### config.mk
export PLATFORM = sky130hd
export DESIGN_NAME = csm_channel
export DESIGN_NICKNAME = d
export VERILOG_FILES = /design/src/logic/csm_pkg.sv /design/src/logic/csm_channel.sv
export SDC_FILE = /design/constraint.sdc
export NUM_CORES = 1
export LEC_CHECK = 0
export BUFFER_PORTS_ARGS = -buffer_cell sky130_fd_sc_hd__buf_2
export CORE_MARGIN = 4
export CORE_UTILIZATION = 45
export CTS_CLUSTER_SIZE = 30
export DETAILED_ROUTE_END_ITERATION = 8
export PLACE_DENSITY = 0.66
export SLEW_MARGIN = 5
export SYNTH_ARGS = -nofsm -noshare
export SYNTH_HDL_FRONTEND = slang
export SYNTH_SLANG_ARGS = --single-unit
### constraint.sdc
create_clock -name core_clk_i -period 3 [get_ports core_clk_i]
set_input_delay 0.45 -clock core_clk_i [delete_from_list [all_inputs] [get_ports core_clk_i]]
set_output_delay 0.45 -clock core_clk_i [all_outputs]
set_load 0.01 [all_outputs]
### src/logic/csm_pkg.sv
package csm_pkg;
    localparam int          CSM_AW        = 8;
    // Register byte offsets
    localparam logic [7:0]  CSM_OFF_DATA  = 8'h00;
    localparam logic [7:0]  CSM_OFF_MODE  = 8'h04;
    localparam logic [7:0]  CSM_OFF_COMM  = 8'h08;
    localparam logic [7:0]  CSM_OFF_STAT  = 8'h0c;
    localparam logic [7:0]  CSM_OFF_FCLR  = 8'h10;
    localparam logic [7:0]  CSM_OFF_START = 8'h14;
    localparam logic [7:0]  CSM_OFF_OLVL  = 8'h18;
    localparam logic [7:0]  CSM_OFF_OEN   = 8'h1c;
    // Field positions
    localparam int          CSM_MODE_ISEL = 0;
    localparam int          CSM_MODE_SLV  = 1;
    localparam int          CSM_COMM_CKP  = 0;
    localparam int          CSM_COMM_DAP  = 1;
    localparam int          CSM_COMM_LSB  = 2;
    localparam int          CSM_COMM_LEN8 = 3;
    localparam int          CSM_COMM_DIV  = 8;
    localparam int          CSM_STAT_OVF  = 0;
    localparam int          CSM_STAT_BFF  = 1;
    localparam int          CSM_STAT_BUSY = 2;
    localparam int          CSM_STAT_RUN  = 3;
    localparam int          CSM_GO_BIT    = 0;
    localparam int          CSM_STOP_BIT  = 1;
    localparam int          CSM_OLVL_CLK  = 8;
    localparam int          CSM_OLVL_DAT  = 0;
    // Values after reset
    localparam logic [1:0]  CSM_MODE_RST  = 2'h0;
    localparam logic [15:0] CSM_COMM_RST  = 16'h0008;
    localparam logic [15:0] CSM_OLVL_RST  = 16'h0f0f;
    localparam logic        CSM_OEN_RST   = 1'h0;
    // Edge counts per frame, last edge index
    localparam logic [3:0]  CSM_LAST_E8   = 4'hf;
    localparam logic [3:0]  CSM_LAST_E7   = 4'hd;
    // Slave clock may run at most at core rate over this
    localparam int          CSM_SLV_DIV   = 6;

    typedef struct packed {
        logic sclk;
        logic sclk_oe;
        logic sdata;
        logic sdata_oe;
    } csm_pins_t;

    typedef enum logic {CSM_IDLE, CSM_SHIFT} csm_state_t;
endpackage : csm_pkg

### src/logic/csm_channel.sv
// The APB slave port and the address map were decided locally.
`timescale 1ns/1ns
// Overview of operation
// Slave transmit shifts only on the peer's serial clock, never its own.
// Interrupt is frame end in single mode, buffer empty in continuous mode.
// Overrun is the only error; it sets a dedicated overrun flag. The code sets the flag in master mode only.
// Sampled slave clock works up to one sixth of the core clock.
// Data phase 0 outputs at first clock edge; 1 outputs half period earlier.
// Clock polarity 0 gives non-inverted clock, 1 inverted clock.
// Writing data while buffer full replaces the pending transmit byte.
// Reading data while buffer full returns transmit byte, transfer untouched.
// Software changes interrupt select before the last bit starts.
// Software sets clock, mode, format, levels, enables, then start bit.
// Writing start trigger sets the running status bit.
// In master mode a data write of bits 7..0 starts a transfer.
// Before resuming, software waits for idle and disables pin outputs.
// Writing the flag clear trigger clears the overrun flag.
// Output enable 0 stops serial output; 1 enables it again.
// Level register holds clock levels in 11..8, data levels in 3..0.
// On resume, software restores pin enables, starts, then writes data.
// Data length 0 gives 7-bit frames, 1 gives 8-bit frames.
// Order bit 0 shifts MSB first, 1 shifts LSB first.
// Master generates the serial clock and shifts out and in together.
// Frame start moves buffer to shifter, clears full flag, raises empty irq.

// Three-stage input sampler, level accepted once stages two and three agree
module csm_sync (
    input  wire logic core_clk_i,
    input  wire logic rst_i,
    input  wire logic raw_i,
    output logic      lvl_o
);
    logic s1_q;
    logic s2_q;
    logic s3_q;

    always_ff @(posedge core_clk_i)
    begin
        if (rst_i)
        begin
            s1_q  <= 1'b1;
            s2_q  <= 1'b1;
            s3_q  <= 1'b1;
            lvl_o <= 1'b1;
        end
        else
        begin
            s1_q <= raw_i;
            s2_q <= s1_q;
            s3_q <= s2_q;
            if (s2_q == s3_q)
                lvl_o <= s3_q;
        end
    end
endmodule : csm_sync

module csm_channel (
    // Clock and reset
    input  wire logic              core_clk_i,
    input  wire logic              rst_i,
    // APB slave
    input  wire logic              psel_i,
    input  wire logic              penable_i,
    input  wire logic              pwrite_i,
    input  wire logic [7:0]        paddr_i,
    input  wire logic [31:0]       pwdata_i,
    output logic      [31:0]       prdata_o,
    output logic                   pready_o,
    output logic                   pslverr_o,
    // Serial pins
    input  wire logic              sclk_i,
    input  wire logic              sdata_i,
    output csm_pkg::csm_pins_t     pin_o,
    // Channel interrupt
    output logic                   irq_o
);
    import csm_pkg::*;

    logic [1:0]  mode_q;
    logic [15:0] comm_q;
    logic [15:0] olvl_q;
    logic        oen_q;
    logic        run_q;
    logic        bff_q;
    logic        ovf_q;
    logic        rxf_q;
    logic [7:0]  buf_q;
    logic [7:0]  rxd_q;
    logic [7:0]  tsh_q;
    logic [7:0]  rsh_q;
    logic        tbit_q;
    logic [3:0]  ecnt_q;
    logic [7:0]  div_q;
    logic        tog_q;
    logic        lvl_q;
    csm_state_t  st_q;
    logic        sclk_s;
    logic        sdi_s;

    csm_sync u_sclk (
        .core_clk_i (core_clk_i),
        .rst_i      (rst_i),
        .raw_i      (sclk_i),
        .lvl_o      (sclk_s)
    );

    csm_sync u_sdi (
        .core_clk_i (core_clk_i),
        .rst_i      (rst_i),
        .raw_i      (sdata_i),
        .lvl_o      (sdi_s)
    );

    // Bus decode; pready_o inserts one wait state so read data is registered
    logic acc;
    logic wr;
    logic mapped;
    assign acc    = psel_i & penable_i & pready_o;
    assign wr     = acc & pwrite_i;
    assign mapped = (paddr_i[1:0] == 2'h0) && (paddr_i <= CSM_OFF_OEN);

    logic wr_data;
    logic rd_data;
    logic wr_fclr;
    logic wr_go;
    assign wr_data = wr && paddr_i == CSM_OFF_DATA;
    assign rd_data = acc && !pwrite_i && paddr_i == CSM_OFF_DATA;
    assign wr_fclr = wr && paddr_i == CSM_OFF_FCLR;
    assign wr_go   = wr && paddr_i == CSM_OFF_START;

    logic slv;
    logic ckp;
    logic dap;
    logic lsb;
    logic len8;
    assign slv  = mode_q[CSM_MODE_SLV];
    assign ckp  = comm_q[CSM_COMM_CKP];
    assign dap  = comm_q[CSM_COMM_DAP];
    assign lsb  = comm_q[CSM_COMM_LSB];
    assign len8 = comm_q[CSM_COMM_LEN8];

    // Edge events of the serial clock, own or peer's
    logic slv_edge;
    logic edge_ev;
    logic lead;
    logic last;
    logic launch;
    logic load;
    assign slv_edge = sclk_s != lvl_q;
    assign edge_ev  = (st_q == CSM_SHIFT) && (slv ? slv_edge : div_q == 8'h00);
    assign lead     = ~ecnt_q[0];
    assign last     = edge_ev && ecnt_q == (len8 ? CSM_LAST_E8 : CSM_LAST_E7);
    assign launch   = dap ? ~lead : lead;
    assign load     = run_q && bff_q && (st_q == CSM_IDLE || last);

    function automatic logic out_bit(input logic [7:0] sh, input logic l, input logic e8);
        out_bit = l ? sh[0] : (e8 ? sh[7] : sh[6]);
    endfunction : out_bit

    function automatic logic [7:0] shift_tx(input logic [7:0] sh, input logic l);
        shift_tx = l ? {1'b0, sh[7:1]} : {sh[6:0], 1'b0};
    endfunction : shift_tx

    logic [7:0] rsh_d;
    logic [7:0] rx_word;
    always_comb
    begin
        rsh_d = rsh_q;
        if (edge_ev && !launch)
            rsh_d = lsb ? {sdi_s, rsh_q[7:1]} : {rsh_q[6:0], sdi_s};
        if (len8)
            rx_word = rsh_d;
        else
            rx_word = lsb ? {1'b0, rsh_d[7:1]} : {1'b0, rsh_d[6:0]};
    end

    // Registers written by software
    always_ff @(posedge core_clk_i)
    begin
        if (rst_i)
        begin
            mode_q <= CSM_MODE_RST;
            comm_q <= CSM_COMM_RST;
            olvl_q <= CSM_OLVL_RST;
            oen_q  <= CSM_OEN_RST;
        end
        else if (wr)
        begin
            if (paddr_i == CSM_OFF_MODE)
                mode_q <= pwdata_i[1:0];
            if (paddr_i == CSM_OFF_COMM)
                comm_q <= pwdata_i[15:0];
            if (paddr_i == CSM_OFF_OLVL)
                olvl_q <= pwdata_i[15:0] & 16'h0f0f;
            if (paddr_i == CSM_OFF_OEN)
                oen_q <= pwdata_i[0];
        end
    end

    // Running status
    always_ff @(posedge core_clk_i)
    begin
        if (rst_i)
            run_q <= 1'b0;
        else if (wr_go && pwdata_i[CSM_GO_BIT])
            run_q <= 1'b1;
        else if (wr_go && pwdata_i[CSM_STOP_BIT])
            run_q <= 1'b0;
    end

    // Transmit buffer; a new write always wins over the load
    always_ff @(posedge core_clk_i)
    begin
        if (rst_i)
        begin
            bff_q <= 1'b0;
            buf_q <= 8'h00;
        end
        else if (wr_data)
        begin
            bff_q <= 1'b1;
            buf_q <= pwdata_i[7:0];
        end
        else if (load)
            bff_q <= 1'b0;
    end

    // Receive holding and overrun
    always_ff @(posedge core_clk_i)
    begin
        if (rst_i)
        begin
            rxd_q <= 8'h00;
            rxf_q <= 1'b0;
            ovf_q <= 1'b0;
        end
        else
        begin
            if (last)
            begin
                rxd_q <= rx_word;
                rxf_q <= 1'b1;
            end
            else if (rd_data && !bff_q)
                rxf_q <= 1'b0;
            if (last && rxf_q && !slv)
                ovf_q <= 1'b1;
            else if (wr_fclr && pwdata_i[CSM_STAT_OVF])
                ovf_q <= 1'b0;
        end
    end

    // Shift engine
    always_ff @(posedge core_clk_i)
    begin
        if (rst_i)
        begin
            st_q   <= CSM_IDLE;
            tsh_q  <= 8'h00;
            rsh_q  <= 8'h00;
            tbit_q <= 1'b1;
            ecnt_q <= 4'h0;
            div_q  <= 8'h00;
            tog_q  <= 1'b0;
        end
        else
        begin
            rsh_q  <= rsh_d;
            if (!run_q)
                st_q <= CSM_IDLE;
            else if (load)
            begin
                st_q   <= CSM_SHIFT;
                ecnt_q <= 4'h0;
                tog_q  <= 1'b0;
                div_q  <= comm_q[15:CSM_COMM_DIV];
                if (dap)
                begin
                    tbit_q <= out_bit(buf_q, lsb, len8);
                    tsh_q  <= shift_tx(buf_q, lsb);
                end
                else
                    tsh_q <= buf_q;
            end
            else if (last)
                st_q <= CSM_IDLE;
            else if (st_q == CSM_SHIFT)
            begin
                if (!slv)
                    div_q <= edge_ev ? comm_q[15:CSM_COMM_DIV] : div_q - 8'h01;
                if (edge_ev)
                begin
                    ecnt_q <= ecnt_q + 4'h1;
                    tog_q  <= ~tog_q;
                    if (launch)
                    begin
                        tbit_q <= out_bit(tsh_q, lsb, len8);
                        tsh_q  <= shift_tx(tsh_q, lsb);
                    end
                end
            end
        end
    end

    // Peer clock level tracking, idle level follows polarity
    always_ff @(posedge core_clk_i)
    begin
        if (rst_i)
            lvl_q <= 1'b1;
        else if (st_q == CSM_IDLE)
            lvl_q <= ~ckp;
        else if (slv && slv_edge)
            lvl_q <= sclk_s;
    end

    // Pins and interrupt, all registered
    always_ff @(posedge core_clk_i)
    begin
        if (rst_i)
        begin
            pin_o <= '0;
            irq_o <= 1'b0;
        end
        else
        begin
            pin_o.sdata_oe <= oen_q;
            pin_o.sclk_oe  <= oen_q && !slv;
            if (st_q == CSM_SHIFT && !slv)
                pin_o.sclk <= ~ckp ^ tog_q;
            else
                pin_o.sclk <= olvl_q[CSM_OLVL_CLK];
            if (st_q == CSM_SHIFT && (dap || ecnt_q != 4'h0))
                pin_o.sdata <= tbit_q;
            else
                pin_o.sdata <= olvl_q[CSM_OLVL_DAT];
            irq_o <= mode_q[CSM_MODE_ISEL] ? load : last;
        end
    end

    // Bus answer
    logic [31:0] rd_val;
    always_comb
    begin
        rd_val = 32'h0000_0000;
        case (paddr_i)
            CSM_OFF_DATA:  rd_val = {24'h00_0000, bff_q ? buf_q : rxd_q};
            CSM_OFF_MODE:  rd_val = {30'h0, mode_q};
            CSM_OFF_COMM:  rd_val = {16'h0000, comm_q};
            CSM_OFF_STAT:  rd_val = {28'h0, run_q, st_q == CSM_SHIFT, bff_q, ovf_q};
            CSM_OFF_OLVL:  rd_val = {16'h0000, olvl_q};
            CSM_OFF_OEN:   rd_val = {31'h0, oen_q};
            default:       rd_val = 32'h0000_0000;
        endcase
    end

    always_ff @(posedge core_clk_i)
    begin
        if (rst_i)
        begin
            pready_o  <= 1'b0;
            pslverr_o <= 1'b0;
            prdata_o  <= 32'h0000_0000;
        end
        else
        begin
            pready_o  <= psel_i && penable_i && !pready_o;
            pslverr_o <= psel_i && penable_i && !pready_o && !mapped;
            prdata_o  <= rd_val;
        end
    end

    slave_no_clk_a: assert property (@(posedge core_clk_i) disable iff (rst_i)
        $past(slv) |-> !pin_o.sclk_oe)
        else $error("slave drives its serial clock");
    irq_select_a: assert property (@(posedge core_clk_i) disable iff (rst_i)
        (last && !mode_q[CSM_MODE_ISEL] && !wr) |=> irq_o)
        else $error("frame end interrupt missing");
    overrun_set_a: assert property (@(posedge core_clk_i) disable iff (rst_i)
        (last && rxf_q && !slv) |=> ovf_q)
        else $error("overrun not flagged");
    overwrite_buf_a: assert property (@(posedge core_clk_i) disable iff (rst_i)
        (wr_data && bff_q) |=> bff_q && buf_q == $past(pwdata_i[7:0]))
        else $error("pending byte not replaced");
    read_tx_a: assert property (@(posedge core_clk_i) disable iff (rst_i)
        (rd_data && bff_q) |=> prdata_o[7:0] == $past(buf_q))
        else $error("data read did not return pending byte");
    start_run_a: assert property (@(posedge core_clk_i) disable iff (rst_i)
        (wr_go && pwdata_i[CSM_GO_BIT]) |=> run_q)
        else $error("start trigger did not enable channel");
    master_start_a: assert property (@(posedge core_clk_i) disable iff (rst_i)
        (wr_data && run_q && !slv && st_q == CSM_IDLE) |=> ##1 st_q == CSM_SHIFT)
        else $error("data write did not start transfer");
    flag_clear_a: assert property (@(posedge core_clk_i) disable iff (rst_i)
        (wr_fclr && pwdata_i[CSM_STAT_OVF] && !last) |=> !ovf_q)
        else $error("overrun flag not cleared");
    out_disable_a: assert property (@(posedge core_clk_i) disable iff (rst_i)
        (!oen_q ##1 !oen_q) |-> !pin_o.sdata_oe)
        else $error("serial output not stopped");
    idle_level_a: assert property (@(posedge core_clk_i) disable iff (rst_i)
        (st_q == CSM_IDLE && !load) |=> pin_o.sdata == $past(olvl_q[CSM_OLVL_DAT]))
        else $error("idle data level wrong");
    early_data_a: assert property (@(posedge core_clk_i) disable iff (rst_i)
        (load && dap) |=> tbit_q == out_bit($past(buf_q), lsb, len8))
        else $error("first bit not presented early");
endmodule : csm_channel

==> out/summary.txt, run 1 <==
Metal2 WL: 5831 um
Port Buffers: 53
Setup-failing EPs final: 0
Fin. max-slew vios: 0
Top-area cell type share of the netlist area: 41.29%
Worst reg-to-reg path cell count: 6
1st-pass router iterations: 4
Reg2reg start: div_q[2]$_SDFFE_PP0P_
Fin Setup TNS: 0 ns
Number of global-route vias before repair: 4058
Worst-Skew Late Latency: 0.35 ns
Slowest stage delay, CP: 0.53 ns
Power density over the cells: 469.9 nW/um^2
Top sig layer: met4
Startpoint Class: register
Critical path data required time: 3.23 ns
Fin Clk Skew: 0.007893 ns
Diode count: 0
Setup repair bufs after CTS: 0
Least-Margin Pin Slew: 0.8607 ns
Antenna-violating nets left: 0
1st-iter DRT viols: 223
Worst Setup EP: tbit_q$_SDFFE_PP1P_
Initial Utilization: 46.32%
Rows: 39
Clock Tree Root: clkbuf_16
Slowest-stage cell, CP: mux4_2
Most frequent cell after synthesis: dfxtp_1
DR vias/cell: 5.496
Overall Global Routing Usage: 18.63%
DRT Wirelength: 12290 um
Rel. slew slack: 42.28%
Core ar.: 11520 um^2
Clk buf depth: 2
Fin Hold WS: 0.2861 ns
Yosys warning count: 0
Worst min path class: in2reg
Worst setup path start: div_q[2]$_SDFFE_PP0P_
Cell variety after synth: 64
Clock-pin transition on the worst setup and hold timing paths: 0.07 ns
Initial antenna violation count: 0
Met3 WL: 590 um
Vias: 4281
Cts repair resizes: 0
CTS Hold Bufs: 0
Async SR Flop Fraction: 0%
Reg2reg end: tbit_q$_SDFFE_PP1P_
Largest net degree at the start of global routing: 41
Die area: 13660 um^2
P&R area growth vs syn: 11.82%
Leakage: 2.242 nW
Fin nets: 682
Post-synth top flop: dfxtp_1
Fin crit period: 2.559 ns
# DRC: 0
Die Y: 116.9 um
Die W: 116.9 um
Reg2reg setup slack: 0.44 ns
Top post-synthesis cells by count: dfxtp_1, nand2_1, nor2_1
First-pass GRT wire length: 20270 um
Average instance area after synthesis: 8.995 um^2
Post-synth EDFFs: 0
CTS sink cnt: 110
Worst vdd ir: 0.3429 mV
CTS tree: yes
Flops & latches, synth: 110
Detailed Place HPWL: 8795 um
Status: completed
GP Congestion: 0.7959
Area leader, netlist: dfxtp_1
RSZ-0062 raised after global routing: no
Total CTS buffers: 9
Critical path class: reg2reg
Final Hold Fails: 0
Routed WL per cell: 15.77 um
H-tree lvl count: 3
Max cap viols: 0
Sequential cell area fraction in the yosys report: 41.29%
M1 WL: 5683 um
Crit. End Element: register
Layout cells sized above 1: 22.33%
Congestion Overflow GR: 0
Synth Instances: 593
Fmax: 0.3908 GHz
Synthesized area: 5334 um^2
CP max FO: 15
Synth area leaders: dfxtp_1, mux2_2, mux2i_1
Worst Path Arrival: 2.79 ns
Ordered list of cells on the worst path: nor3_4 -> nand4_4 -> a211o_2 -> nand2_4 -> mux4_2 -> a311o_1
Fraction of the cycle the final worst path needs: 85.30%
I/O Pins: 86
[power breakdown]
part,switching [mW],internal [mW],total [mW],leakage [nW]
clock,0.551,0.702,1.25,0.154
sequential,0.00261,1.46,1.47,0.888
combinational,0.0560,0.0265,0.0825,1.20
[critical path, delay by kind of cell, from the launching register on]
family | cells | cell delay, ns
DFF | 1 | 0.37
muxes | 1 | 0.53
AOI/OAI and AO/OA | 2 | 0.81
and+or+nand+nor | 3 | 0.73
[worst min path at each step]
stage                     slack, ns              startpoint                     end  cells past startpoint
final                          0.29                 sdata_i   u_sdi.s1_q$_SDFF_PP1_                      2
after global routing           0.28                  sclk_i  u_sclk.s1_q$_SDFF_PP1_                      2
after CTS                      0.28                 sdata_i   u_sdi.s1_q$_SDFF_PP1_                      2
after detailed placement       0.41  u_sclk.s1_q$_SDFF_PP1_  u_sclk.s2_q$_SDFF_PP1_                      1
after global placement         0.40   u_sdi.s1_q$_SDFF_PP1_   u_sdi.s2_q$_SDFF_PP1_                      1
after floorplan                0.39  u_sclk.s1_q$_SDFF_PP1_  u_sclk.s2_q$_SDFF_PP1_                      1
[stage by stage]
step,power (mW),setup slack [ns],area [um^2],utilization [%],instances
2_1_floorplan,1.560,0.7165,5390,-,608
3_3_place_gp,1.582,0.4800,5645,49.02,763
3_5_place_dp,1.583,0.4503,5645,49.02,763
4_1_cts,2.819,0.4253,5964,51.79,779
5_1_grt,2.879,0.3170,5964,51.79,779
6_report,2.803,0.4410,5964,51.79,779
[layer usage]
metal / up-vias / track usage, %
li1: 2140 / -
met1: 2021 / 25.86
met2: 104 / 29.84
met3: 16 / 2.571
met4: 0 / 6.498
met5: - / 0
[registers in the layout, summed over array words and instances, names as in the netlist, 2 cells and up]
name and count:
comm_q 16, prdata_o 16, mode_q 2, rxd_q 8
buf_q 8, rsh_q 8, pin_o 4, olvl_q 8
ecnt_q 4, div_q 8, tsh_q 8
[layout by cell type (no fill, tap or decap), drive strengths merged, types with 3 or more instances in the layout]
| cell | count |
|---|---|
| o22ai | 7 |
| nor2b | 15 |
| a22oi | 14 |
| nor2 | 53 |
| xor2 | 3 |
| inv | 8 |
| nand2 | 57 |
| o21a | 7 |
| a211o | 8 |
| clkinv | 3 |
| xnor2 | 6 |
| and2 | 7 |
| conb | 16 |
| nor3b | 4 |
| a31oi | 5 |
| buf | 68 |
| o21ai | 23 |
| mux2 | 31 |
| nand3 | 16 |
| dfxtp | 110 |
| a211oi | 5 |
| a21oi | 38 |
| clkbuf | 11 |
| a311oi | 3 |
| nand3b | 13 |
| or2 | 7 |
| mux2i | 27 |
| ha | 4 |
| nor3 | 29 |
| and3 | 4 |
| a21o | 4 |
| nor4 | 5 |
[cell families after synthesis]
logic type,Yosys count,synth area share (%)
AND/OR/NAND/NOR,221,22.00
AO/OA/AOI/OAI,125,15.93
flip-flops,110,41.29
buffers and inverters,64,6.263
multiplexers,59,12.03
XOR/XNOR,9,1.478
adder cells (fa/ha/maj),4,0.9383
other,1,0.07031
[cell type report]
type	count	area (um^2)
timing repair buffer	68	377.9
clock inverter	5	66.31
inverter	8	30.03
fill	1088	5552
sequential	110	2202
clock buffer	11	252.7
tap	143	178.9
multi-input combinational	434	2856
Note: power is estimated with default switching activity, not from simulation.
==> inputs of run 2 (changes only) <==
clock period = 2.8 ns   (was 3 ns; I/O delays follow)
==> run 2 against run 1 <==
  * Worst hold slack lost 0.035 ns
  * Routed wire length up 1.7%
  * Sequential share of layout area about the same
  * Global-route usage up 0.36 points
  * First-iteration DRC count shrank 5.8%
  * Clock skew barely moved
  * Total power increased by 4.7%
  * Critical path depth unchanged
  * Clock power about the same
  * Critical path type unchanged
  * Critical endpoint unchanged
==> out/summary.txt, run 2 (synthesized netlist as in run 1, its figures left out) <==
Worst vdd ir: 0.3392 mV (-1.1%)
DRT Wirelength: 12490 um (+1.7%)
Comb power frac: 3.0% (about the same)
Worst reg-to-reg path cell count: 6 (unchanged)
Kind of cell adding the most delay to the critical path: compound AO/OA/AOI/OAI gates
Final Hold Fails: 0 (unchanged)
Clock share of power: 43.4% (-1.3 points)
Max cap viols: 0 (unchanged)
Fmax: 0.4165 GHz (+6.6%)
Fin Setup TNS: 0 ns (unchanged)
CTS Hold Bufs: 0 (unchanged)
Detailed Place HPWL: 8804 um (about the same)
Largest net degree at the start of global routing: 94 (+130%)
Reg2reg start: div_q[2]$_SDFFE_PP0P_
Routed WL per cell: 16.00 um (+1.4%)
Worst Setup EP: tbit_q$_SDFFE_PP1P_
Initial Utilization: 46.32% (unchanged)
1st-pass router iterations: 5 (+1)
Cell internal pwr: 2.296 mW (+4.7%)
Number of global-route vias before repair: 4211 (+3.8%)
Clk buf depth: 2 (unchanged)
Overall Global Routing Usage: 18.98% (+0.36 points)
Most common cell after layout, fill and taps aside: dfxtp_1
Most frequent cells in the layout: dfxtp_1, nand2_1, buf_2, nor2_1, a21oi_1
Least-Margin Pin Slew: 0.7863 ns (-0.07443 ns)
CTS tree: yes
Crit. End Element: register
CP max FO: 7 (-8)
Fin nets: 684 (+0.29%)
Worst min path class: in2reg
GP Congestion: 0.8323 (+4.6%)
Leakage: 2.244 nW (about the same)
Cts repair resizes: 0 (unchanged)
H-tree lvl count: 3 (unchanged)
PnR worst setup slack: 0.3988 ns (-0.04217 ns)
Net Switching: 0.6394 mW (+4.9%)
CP Buf/Inv Count: 0 (unchanged)
Fin Clk Skew: 0.007723 ns (-0.0001695 ns)
Core ar.: 11520 um^2 (unchanged)
Status: completed
Clock-pin transition on the worst setup and hold timing paths: 0.07 ns (about the same)
Fin Hold WS: 0.2509 ns (-0.03523 ns)
Fin crit period: 2.401 ns (-0.1578 ns)
Die area: 13660 um^2 (unchanged)
Vias: 4369 (+2.1%)
RSZ-0062 raised after global routing: no
Biggest registers after layout: comm_q (16), prdata_o (16)
Worst setup path start: div_q[2]$_SDFFE_PP0P_
Ordered list of cells on the worst path: nor3_4 -> nand4_4 -> a211o_2 -> nand2_4 -> mux4_2 -> a311o_1
Critical path data required time: 3.04 ns (-0.19 ns)
Port Buffers: 53 (unchanged)
Reg2reg end: tbit_q$_SDFFE_PP1P_
Critical path class: reg2reg
Worst Path Arrival: 2.64 ns (-0.15 ns)
Clock Tree Root: clkbuf_16
Antenna-violating nets left: 0 (unchanged)
Fraction of the cycle the final worst path needs: 85.76% (+0.46 points)
Die W: 116.9 um (unchanged)
Slowest stage delay, CP: 0.50 ns (-0.03 ns)
Worst-Skew Late Latency: 0.35 ns (about the same)
Net Sw Frac: 21.78% (+0.031 points)
Rel. slew slack: 47.27% (+5.0 points)
CP Depth: 6 (unchanged)
Startpoint Class: register
Initial antenna violation count: 0 (unchanged)
CTS sink cnt: 110 (unchanged)
Flop pwr share: 53.6% (+1.3 points)
Layout Utilization: 51.80% (about the same)
Fin. max-slew vios: 0 (unchanged)
Slowest-stage cell, CP: mux4_2
Congestion Overflow GR: 0 (unchanged)
Setup repair bufs after CTS: 0 (unchanged)
Reg2reg setup slack: 0.40 ns (-0.04 ns)
I/O Pins: 86 (unchanged)
Die Y: 116.9 um (unchanged)
DR vias/cell: 5.594 (+1.8%)
Rows: 39 (unchanged)
Total CTS buffers: 9 (unchanged)
Power density over the cells: 492.0 nW/um^2 (+4.7%)
# DRC: 0 (unchanged)
P&R area growth vs syn: 11.85% (about the same)
Setup-failing EPs final: 0 (unchanged)
First-pass GRT wire length: 20650 um (+1.9%)
Diode count: 0 (unchanged)
Layout cells sized above 1: 22.26% (-0.070 points)
Pre-CTS setup slack: 0.3974 ns (-0.05294 ns)
1st-iter DRT viols: 210 (-5.8%)
run 2: changes by cell type in the layout (fill, tap and decap cells not counted):
cell / previous run / this run
buf_4: 15 / 16
clkinv_2: 0 / 1
clkbuf_1: 0 / 2
clkbuf_8: 2 / 0
buf_12: 0 / 1
inv_8: 1 / 0
run 2: per-stage QoR:
step                      area [um^2]  total power, mW  std cells
after floorplan                  5390            1.671        608
after global placement           5673            1.696        765
after detailed placement         5673            1.697        765
after CTS                        5966            2.955        781
after global routing             5966            3.022        781
final                            5966            2.935        781
run 2: area by class of cell:
cell class,count,area [um^2]
fillers,1107,5550
multi-input cells,434,2856
flip-flops and latches,110,2202
repair buffers,70,405.4
clock buffers,11,232.7
well taps,143,178.9
clock inverters,5,60.06
inverters,8,30.03
run 2: worst min-delay path by stage:
stage | start | endpoint | slack [ns] | cells past startpoint
final | sclk_i | u_sclk.s1_q$_SDFF_PP1_ | 0.25 | 2
after global routing | sclk_i | u_sclk.s1_q$_SDFF_PP1_ | 0.27 | 2
after CTS | sclk_i | u_sclk.s1_q$_SDFF_PP1_ | 0.24 | 2
after detailed placement | u_sdi.s1_q$_SDFF_PP1_ | u_sdi.s2_q$_SDFF_PP1_ | 0.41 | 1
after global placement | u_sdi.s1_q$_SDFF_PP1_ | u_sdi.s2_q$_SDFF_PP1_ | 0.40 | 1
after floorplan | u_sclk.s1_q$_SDFF_PP1_ | u_sclk.s2_q$_SDFF_PP1_ | 0.39 | 1
run 2: power groups by stage:
stage                     sequential (mW)  clock (mW)  combinational [mW]
final                                1.57        1.27              0.0887
after global routing                 1.57        1.35              0.0980
after CTS                            1.57        1.29              0.0889
after detailed placement             1.61           0              0.0886
after global placement               1.61           0              0.0875
after floorplan                      1.61           0              0.0618
run 2: worst reg2reg max path: cells and delay by family (launching register included):
family          cells  cell delay (ns)
simple gates        3             0.62
compound gates      2             0.80
flops               1             0.37
mux                 1             0.50
run 2: layer usage:
metal | vias to the layer above | GRT usage (%) | share of wire (%)
met3 | 18 | 2.365 | 3.9
met5 | - | 0 | 0
li1 | 2157 | - | -
met1 | 2091 | 25.22 | 46
met4 | 0 | 8.639 | 2.1
met2 | 103 | 30.91 | 48
